===== config.mk =====
export PLATFORM = sky130hd
export DESIGN_NAME = supervisor_watchdog_reset
export DESIGN_NICKNAME = d
export VERILOG_FILES = /design/src/supervisor_pkg.sv /design/src/edge_detect.sv /design/src/supervisor_watchdog_reset.sv /design/src/sync_2ff.sv
export VERILOG_INCLUDE_DIRS = /design/src /design/src/src
export SDC_FILE = /design/constraint.sdc
export NUM_CORES = 1
export LEC_CHECK = 0
export ABC_AREA = 1
export BUFFER_PORTS_ARGS = -buffer_cell sky130_fd_sc_hd__buf_2
export CORE_MARGIN = 1
export CORE_UTILIZATION = 60
export CTS_BUF_LIST = sky130_fd_sc_hd__clkbuf_4 sky130_fd_sc_hd__clkbuf_8
export CTS_CLUSTER_DIAMETER = 100
export DETAILED_ROUTE_END_ITERATION = 7
export PLACE_DENSITY = 0.85
export RECOVER_POWER = 50
export SYNTH_ARGS = -nofsm -noshare
export SYNTH_HDL_FRONTEND = slang
export SYNTH_SLANG_ARGS = --single-unit

===== constraint.sdc =====
create_clock -name i_core_clk -period 4.1 [get_ports i_core_clk]
set_input_delay 0.205 -clock i_core_clk [delete_from_list [all_inputs] [get_ports i_core_clk]]
set_output_delay 0.205 -clock i_core_clk [all_outputs]
set_load 0.05 [all_outputs]

===== src/supervisor_consts.svh =====
// constants for the supervisor watchdog/reset core
// assumes a 100 MHz core clock
`ifndef SUPERVISOR_CONSTS_SVH
`define SUPERVISOR_CONSTS_SVH
`define CLK_FREQ_HZ 100000000
`define WD_TIMEOUT_MS 1600
`define RESET_PULSE_MS 200
`define WD_TIMEOUT_CYC ((`CLK_FREQ_HZ / 1000) * `WD_TIMEOUT_MS)
`define RESET_PULSE_CYC ((`CLK_FREQ_HZ / 1000) * `RESET_PULSE_MS)
`define CNT_W 32
`define CNT_ZERO 32'h0000_0000
`define CNT_ONE 32'h0000_0001
`define SYNC_STAGES 2
`endif


===== src/supervisor_pkg.sv =====
// types for the supervisor watchdog/reset core
// used with supervisor_consts.svh
package supervisor_pkg;
    typedef enum logic [1:0] {
        ST_POR,
        ST_RUN,
        ST_PULSE
    } sup_state_t;

    typedef struct packed {
        logic below_reset;
        logic below_switch;
        logic pfi_low;
        logic batt_above;
    } analog_flags_t;

    typedef struct packed {
        logic reset_n;
        logic reset_h;
        logic pf_warn_n;
        logic on_battery;
    } sup_outs_t;
endpackage


===== src/edge_detect.sv =====
// edge detector on an already synchronised level
// input is in the i_core_clk domain
`timescale 1ns/1ps
module edge_detect (
    input wire logic i_core_clk,
    input wire logic i_rstn,
    input wire logic i_level,
    output logic o_edge
);
    typedef struct packed {
        logic prev;
        logic seen;
    } edge_state_t;

    edge_state_t s_q;
    edge_state_t s_d;

    always_comb
    begin
        s_d.prev = i_level;
        s_d.seen = 1'b1;
    end

    always_ff @(posedge i_core_clk or negedge i_rstn)
    begin
        if (!i_rstn)
        begin
            s_q <= '0;
        end
        else
        begin
            s_q <= s_d;
        end
    end

    // first sample after reset only primes the history
    assign o_edge = s_q.seen & (i_level ^ s_q.prev);
endmodule


===== src/supervisor_watchdog_reset.sv =====
// digital core of a supervisor: watchdog, reset pulse, power-fail, supply select
// analog comparators arrive as asynchronous flags; one 100 MHz clock
`include "supervisor_consts.svh"
`timescale 1ns/1ps
module supervisor_watchdog_reset
    import supervisor_pkg::*;
#(
    parameter logic [`CNT_W-1:0] WD_TIMEOUT_CYC = `CNT_W'(`WD_TIMEOUT_CYC),
    parameter logic [`CNT_W-1:0] RESET_PULSE_CYC = `CNT_W'(`RESET_PULSE_CYC)
) (
    input wire logic i_core_clk,
    input wire logic i_rstn,
    input wire logic i_watchdog_kick_in,
    input wire analog_flags_t i_flags,
    output sup_outs_t o_status
);
    typedef struct packed {
        sup_state_t state;
        logic [`CNT_W-1:0] wd_cnt;
        logic [`CNT_W-1:0] rst_cnt;
        logic on_batt;
        sup_outs_t outs;
    } core_state_t;

    core_state_t s_q;
    core_state_t s_d;
    logic [4:0] sync_out;
    logic kick_s;
    logic kick_edge;
    analog_flags_t f;

    // kick and flag pins through two flops before use
    sync_2ff #(
        .WIDTH(5)
    ) u_sync (
        .i_core_clk(i_core_clk),
        .i_rstn(i_rstn),
        .i_async({i_watchdog_kick_in, i_flags}),
        .o_sync(sync_out)
    );

    assign kick_s = sync_out[4];
    assign f = analog_flags_t'(sync_out[3:0]);

    edge_detect u_edge (
        .i_core_clk(i_core_clk),
        .i_rstn(i_rstn),
        .i_level(kick_s),
        .o_edge(kick_edge)
    );

    always_comb
    begin
        s_d = s_q;
        case (s_q.state)
            ST_POR:
            begin
                s_d.wd_cnt = `CNT_ZERO;
                if (f.below_reset)
                begin
                    s_d.rst_cnt = `CNT_ZERO;
                end
                else if (s_q.rst_cnt >= RESET_PULSE_CYC - `CNT_ONE)
                begin
                    s_d.state = ST_RUN;
                    s_d.rst_cnt = `CNT_ZERO;
                end
                else
                begin
                    s_d.rst_cnt = s_q.rst_cnt + `CNT_ONE;
                end
            end
            ST_RUN:
            begin
                // watchdog always armed here, no disable path
                if (f.below_reset)
                begin
                    s_d.state = ST_POR;
                    s_d.rst_cnt = `CNT_ZERO;
                    s_d.wd_cnt = `CNT_ZERO;
                end
                else if (kick_edge)
                begin
                    s_d.wd_cnt = `CNT_ZERO;
                end
                else if (s_q.wd_cnt >= WD_TIMEOUT_CYC - `CNT_ONE)
                begin
                    s_d.state = ST_PULSE;
                    s_d.wd_cnt = `CNT_ZERO;
                    s_d.rst_cnt = `CNT_ZERO;
                end
                else
                begin
                    s_d.wd_cnt = s_q.wd_cnt + `CNT_ONE;
                end
            end
            ST_PULSE:
            begin
                s_d.wd_cnt = `CNT_ZERO;
                if (f.below_reset)
                begin
                    s_d.state = ST_POR;
                    s_d.rst_cnt = `CNT_ZERO;
                end
                else if (s_q.rst_cnt >= RESET_PULSE_CYC - `CNT_ONE)
                begin
                    s_d.state = ST_RUN;
                    s_d.rst_cnt = `CNT_ZERO;
                end
                else
                begin
                    s_d.rst_cnt = s_q.rst_cnt + `CNT_ONE;
                end
            end
            default:
            begin
                s_d.state = ST_POR;
                s_d.wd_cnt = `CNT_ZERO;
                s_d.rst_cnt = `CNT_ZERO;
            end
        endcase

        // supply select, with entry/exit hysteresis
        if (!s_q.on_batt)
        begin
            s_d.on_batt = f.below_switch & f.batt_above;
        end
        else
        begin
            s_d.on_batt = f.below_reset;
        end

        s_d.outs.reset_n = (s_d.state == ST_RUN);
        s_d.outs.reset_h = ~s_d.outs.reset_n;
        // warning path uses pfi_low and below_switch
        s_d.outs.pf_warn_n = ~f.pfi_low & ~f.below_switch;
        s_d.outs.on_battery = s_d.on_batt;
    end

    always_ff @(posedge i_core_clk or negedge i_rstn)
    begin
        if (!i_rstn)
        begin
            s_q.state <= ST_POR;
            s_q.wd_cnt <= `CNT_ZERO;
            s_q.rst_cnt <= `CNT_ZERO;
            s_q.on_batt <= 1'b0;
            s_q.outs <= '{reset_n: 1'b0, reset_h: 1'b1, pf_warn_n: 1'b0, on_battery: 1'b0};
        end
        else
        begin
            s_q <= s_d;
        end
    end

    assign o_status = s_q.outs;
endmodule


===== src/sync_2ff.sv =====
// two-flop synchroniser for a bundle of level inputs
// inputs are asynchronous to i_core_clk
`timescale 1ns/1ps
module sync_2ff #(
    parameter int WIDTH = 5
) (
    input wire logic i_core_clk,
    input wire logic i_rstn,
    input wire logic [WIDTH-1:0] i_async,
    output logic [WIDTH-1:0] o_sync
);
    typedef struct packed {
        logic [WIDTH-1:0] meta;
        logic [WIDTH-1:0] stable;
    } sync_state_t;

    sync_state_t s_q;
    sync_state_t s_d;

    always_comb
    begin
        s_d.meta = i_async;
        s_d.stable = s_q.meta;
    end

    always_ff @(posedge i_core_clk or negedge i_rstn)
    begin
        if (!i_rstn)
        begin
            s_q <= '0;
        end
        else
        begin
            s_q <= s_d;
        end
    end

    assign o_sync = s_q.stable;
endmodule


==> impl_results.md, run 1 <==
* Period utilization at 52.3%
* Reg area at 2050 sq um
* DR vias/cell at 5.39
* Ys flop type: dfrtp_1
* Post-cts repair resize count at 0
* Switching share of power at 21.7%
* Worst Setup End Kind: register
* H-tree Lvls at 3
* Fillers at 557
* Power Density at 325 nW/um^2
* Leakage at 0.00204 uW
* Register area share after synthesis at 47.2%
* Core Rows at 30
* Synth Area in XOR/XNOR at 6.64%
* Initial Utilization at 63.0%
* Die Ht at 87.2 um
* Finished Layout Cells at 647
* Remaining antenna violation count at 0
* Fin Clk Skew at 0.0142 ns
* Area Overhead vs Synth at 8.16%
* CP max stage cell: nand4_2
* GR Overflow Total at 0
* Max stage delay on crit path at 0.53 ns
* Multi-input logic area at 1970 sq um
* DP Cell Count at 626
* Failing checks: max-capacitance violations, max-slew violations
* Internal power at 1200 uW
* Syn Inst Count at 533
* CTS tree: yes
* First-pass GRT wire length at 14.8 mm
* Ant diodes at 0
* Core area at 6910 sq um
* Seq pwr share at 54.2%
* Fin area at 4710 sq um
* WL per Instance at 13.3 um
* Fraction of the mapped netlist area in simple logic gates at 31.1%
* Detailed-placement wirelength estimate at 5.97 mm
* Least-Margin Pin Slew at 1.95 ns
* Highest Clock Rate at 466 MHz
* Number of clock sinks at 82
* Critical Path Start Type: register
* CP Data Required Time at 4.38 ns
* Port bufs at 10
* Total CTS buffers at 9
* P_sw at 332 uW
* Critical path type: reg2reg
* VDD IR-drop max at 0.298 mV
* Dpl cell area at 4440 sq um
* Main combinational cell family by area after synthesis: simple AND/OR/NAND/NOR gates
* Clk_lat worst skew at 0.35 ns
* DR pass1 iterations at 7
* Worst-path clk slew at 0.08 ns
* IO Count at 11
* Worst Path Arrival at 2.43 ns
* Mux share of post-synthesis cell area at 0%
* Synth warnings at 0
* Reg2reg path depth at 10
* Nets at 555
* Drc violations at 0
* Netlist cell types at 39
* Deepest clock path buffer count at 2
* Syn Area/Cell at 8.17 sq um
* Worst slew margin at -30.2%
* Max FO, Critical Path at 26
* Adder-cell area share of the yosys netlist at 0.575%
* Gr usage total at 25.4%
* Final setup vio count at 0
* Unrepaired setup endpoints after global routing: false
* Final wirelength at 8.58 mm
* Die area at 7600 sq um
* Clock root buffer: clkbuf_8
* Max Cap Viol at 1
* Ys async rst share at 100%
* Worst hold path type: reg2reg
* Power share of the clock group at 42.3%
* Comb pwr share at 3.5%
* Final hold violation count at 0
* Number of synthesized flops with an enable pin at 0
* Hold Crit Depth at 0
* Synth Cell Area at 4350 sq um
* CP most frequent cell: nand2_1
* Setup Total Neg Slack at 0 ns
* Largest net degree at the start of global routing at 83
* Fraction of layout cells with a size suffix above 1 at 11.6%
* Number of global-route vias before repair at 3,341
* Crit path time final at 2.15 ns
* Compound-Gate Fraction of Synth Area at 6.38%
* Status: finished with violations
* Initial DRC count at 303
* Pins Over Slew Limit at 83
* Routability congestion estimate at 0.908
* Register bit total from synthesis at 82
* Worst-path cell chain: ha_1 > nand3_2 > nor2_2 > nand2_1 > nand2_1 > nand2_1 > nand4_2 > inv_1 > o21ai_1 > nor2_1
* Via total after detailed routing at 3,487
* Antenna violations before repair at 0
* Die Wd at 87.2 um
* Post-CTS Setup Inserts at 0
## Yosys cell counts, types with 7 or more instances
cell type / n / area [sq um]
xor2_1: 28 / 245
nand2_1: 103 / 387
o22ai_2: 7 / 87.6
inv_1: 62 / 233
nor3_1: 21 / 105
nor2_1: 88 / 330
nand4_1: 14 / 87.6
o21ai_1: 8 / 40.0
buf_2: 7 / 35.0
dfrtp_1: 81 / 2030
o21ai_0: 12 / 60.1
nand3_1: 41 / 205
## final timing paths
path / from / to / slack, ns
max: s_q[37] / s_q[62] / 1.95
max reg2reg: s_q[37] / s_q[62] / 1.95
max in group asynchronous: i_rstn / s_q[32] / 2.55
min: u_sync.s_d[1] / u_sync.o_sync[1] / 0.35
min reg2reg: u_sync.s_d[1] / u_sync.o_sync[1] / 0.35
min in group asynchronous: i_rstn / s_q[44] / 0.39
## final cells by class
class / instances / share of cell area, %
clock inverters: 5 / 1.65
repair buffers: 15 / 2.13
inverters: 65 / 5.23
well taps: 96 / 2.55
multi-input cells: 373 / 41.8
clock buffers: 11 / 3.08
flip-flops and latches: 82 / 43.6
## routing by layer
metal | wire, um | GRT usage, % | vias to the layer above | share of wire, %
li1 | - | - | 1710 | -
met2 | 4070 | 40.9 | 113 | 47
met4 | 138 | 8.94 | 0 | 1.6
met5 | 0 | 0 | - | 0
met1 | 3830 | 33.7 | 1650 | 45
met3 | 534 | 6.07 | 14 | 6.2
## critical path, delay by kind of cell (launching register included)
| family | cells | cell delay (ns) |
|---|---|---|
| AO/OA/AOI/OAI | 1 | 0.10 |
| AND/OR/NAND/NOR | 7 | 1.03 |
| flip-flops | 1 | 0.42 |
| buffers and inverters | 1 | 0.28 |
| adder cells (fa/ha/maj) | 1 | 0.27 |
## through the flow
stage                     hold WS, ns  utilization, %  worst slack, ns  total power [uW]
final                           0.351            68.2             1.95              1530
after global placement          0.313            64.3             2.04               895
after global routing            0.358            68.2             1.75              1590
after detailed placement        0.314            64.3             1.93               897
after floorplan               -0.0906               -             2.38               873
after CTS                      0.0436            68.2             1.95              1550
## logic make-up (layout without fill, tap and decap cells)
family                   Yosys count  count (layout)
AO/OA/AOI/OAI                     39              39
XOR/XNOR                          33              33
adder cells (fa/ha/maj)            2               2
buffers and inverters             81              96
flip-flops                        82              82
other                              2               5
AND/OR/NAND/NOR                  294             294
## power by group through the flow
| stage | Clock [uW] | Sequential (uW) | Combinational (uW) |
|---|---|---|---|
| finish | 647 | 829 | 54.1 |
| global route | 700 | 831 | 61.4 |
| CTS | 666 | 829 | 55.6 |
| detailed placement | 0 | 845 | 52.0 |
| global placement | 0 | 844 | 50.8 |
| floorplan | 0 | 841 | 31.4 |
## cells in the final DEF (no fill, tap or decap), types with 7 or more instances in the layout
cell | netlist | routed
inv_1 | 62 | 62
nand4_1 | 14 | 14
clkbuf_8 | 0 | 10
nor3_1 | 21 | 21
xor2_1 | 28 | 28
o21ai_1 | 8 | 8
o22ai_2 | 7 | 7
nand3_1 | 41 | 41
buf_2 | 7 | 9
nor2_1 | 88 | 88
o21ai_0 | 12 | 12
dfrtp_1 | 81 | 81
nand2_1 | 103 | 103
## registers in the layout (all words and copies together), names as in the netlist
name and cells:
s_q 66, u_sync.s_d 5, u_edge.s_q 2, u_sync.o_sync 5, o_status 4
## timing repair
action                     CTS  global route
setup endpoints to repair    0             0
hold buffers                 5             0
hold endpoints to repair     5             0
No activity file was read; power rests on OpenSTA's default activity.
==> run 2, diff against run 1 <==
Clock period 4.1 ns to 2.1 ns, I/O delays scaled along.
==> run 2 against run 1 <==
Compared with the run above:
- the run now ends clean
- global-route usage grew 0.093 points
- cell count grew 0.93%
- sequential cell count is the same
- clock power grew 93%
- first-iteration DRC count shrank 8.3%
- fmax grew 12%
- die area is the same
- via count shrank 0.89%
- worst setup slack lost 1.8 ns
==> impl_results.md, run 2 (synthesis results as in run 1) <==
* Multi-input logic area at 1970 sq um
* Detailed-placement wirelength estimate at 5.97 mm
* CTS tree: yes
* Largest register FFs at 66
* Total CTS buffers at 9
* Die Ht at 87.2 um
* Hold Crit Depth at 0
* Least-Margin Pin Slew at 0.964 ns
* Core area at 6910 sq um
* Worst Setup End Kind: register
* Fraction of layout cells with a size suffix above 1 at 12.4%
* Routability congestion estimate at 0.919
* Fillers at 552
* Unrepaired setup endpoints after global routing: false
* DR vias/cell at 5.29
* Core Rows at 30
* Clock root buffer: clkbuf_8
* Worst-path clk slew at 0.08 ns
* Crit path buffers/inverters at 0
* Ant diodes at 0
* Pins Over Slew Limit at 0
* DR pass1 iterations at 5
* Die area at 7600 sq um
* Clk_lat worst skew at 0.35 ns
* Drc violations at 0
* Most frequent cells in the layout: nand2_1 (103), nor2_1 (88), dfrtp_1 (80), inv_1 (62), nand3_1 (41)
* Highest Clock Rate at 520 MHz
* Worst hold path type: reg2reg
* First-pass GRT wire length at 14.8 mm
* Max stage delay on crit path at 0.41 ns
* Largest net degree at the start of global routing at 43
* Final wirelength at 8.58 mm
* Deepest clock path buffer count at 2
* Number of clock sinks at 82
* GR Overflow Total at 0
* CP Data Required Time at 2.35 ns
* Critical Path Start Type: register
* Reg area at 2050 sq um
* Setup Total Neg Slack at 0 ns
* Most common cell after layout, fill and taps aside: nand2_1
* Number of global-route vias before repair at 3,293
* Die Wd at 87.2 um
* Nets at 562
* Period utilization at 91.6%
* Initial Utilization at 63.0%
* H-tree Lvls at 3
* Final setup vio count at 0
* Status: completed
* Worst-path cell chain: ha_1 > nand3_2 > nor2_1 > nand2_1 > nor3_1 > nand2_1 > nor2_1 > nand4_1 > nand2_1 > nor2_1
* Top reg by flops: s_q
* WL per Instance at 13.1 um
* Power Total at 2980 uW
* Critical path type: reg2reg
* Power Density at 624 nW/um^2
* Max FO, Critical Path at 4
* Fin Clk Skew at 0.0103 ns
* Reg2reg path depth at 10
* Via total after detailed routing at 3,456
* WP depth at 10
* Area Overhead vs Synth at 9.74%
* Max Cap Viol at 0
* Worst slew margin at 35.7%
* VDD IR-drop max at 0.643 mV
* Critical path's top delay family: simple AND/OR/NAND/NOR gates
* CP max stage cell: dfrtp_1
* Gr usage total at 25.5%
* Initial DRC count at 278
* Final hold violation count at 0
* Post-CTS Setup Inserts at 0
* Crit path time final at 1.92 ns
* Port bufs at 10
* Leakage at 0.00208 uW
* IO Count at 11
* Remaining antenna violation count at 0
* Worst Path Arrival at 2.18 ns
* Antenna violations before repair at 0
-- run 2: final timing paths --
| check | slack, ns | start | to |
|---|---|---|---|
| hold / removal | 0.35 | u_sync.s_d[1] | u_sync.o_sync[1] |
| min in group asynchronous | 0.44 | i_rstn | s_q[44] |
| setup / recovery | 0.18 | s_q[37] | s_q[55] |
| hold reg to reg | 0.35 | u_sync.s_d[1] | u_sync.o_sync[1] |
| max in group asynchronous | 0.46 | i_rstn | s_q[5] |
| setup reg to reg | 0.18 | s_q[37] | s_q[55] |
-- run 2: per-layer routing --
layer  share of wire, %  wire length, um  track usage (%)
met5                  0                0                0
met4                2.0              172             9.54
met3                5.8              495             6.07
met2                 46             3990             40.4
met1                 46             3930             34.2
-- run 2: area by class of cell --
cell class	instances	area share, %
flip-flops and latches	82	43.0
multi-input cells	373	41.3
inverters	65	5.16
repair buffers	22	3.43
clock buffers	11	3.04
well taps	96	2.51
clock inverters	4	1.60
-- run 2: report_power, final --
part           internal (uW)  leakage [uW]  switching [uW]
Sequential              1600       0.00110            14.0
Combinational           33.1      0.000868            82.8
Clock                    711      0.000109             537
Total                   2350       0.00208             634
-- run 2: per-stage QoR --
stage	std cells	cell area [sq um]	setup slack, ns	hold WS [ns]	utilization, %
after floorplan	536	4370	0.376	-0.191	-
after global placement	632	4510	0.229	0.110	65.3
after detailed placement	632	4510	0.113	0.118	65.3
after CTS	653	4790	0.111	0.273	69.4
after global routing	653	4780	0.00840	0.359	69.2
final	653	4780	0.176	0.350	69.2
-- run 2: repair_timing --
item / CTS / global route
endpoints found under the hold margin: 45 / 0
setup endpoints to repair: 0 / 11
hold buffers: 6 / 0
gates resized for setup: 0 / 2
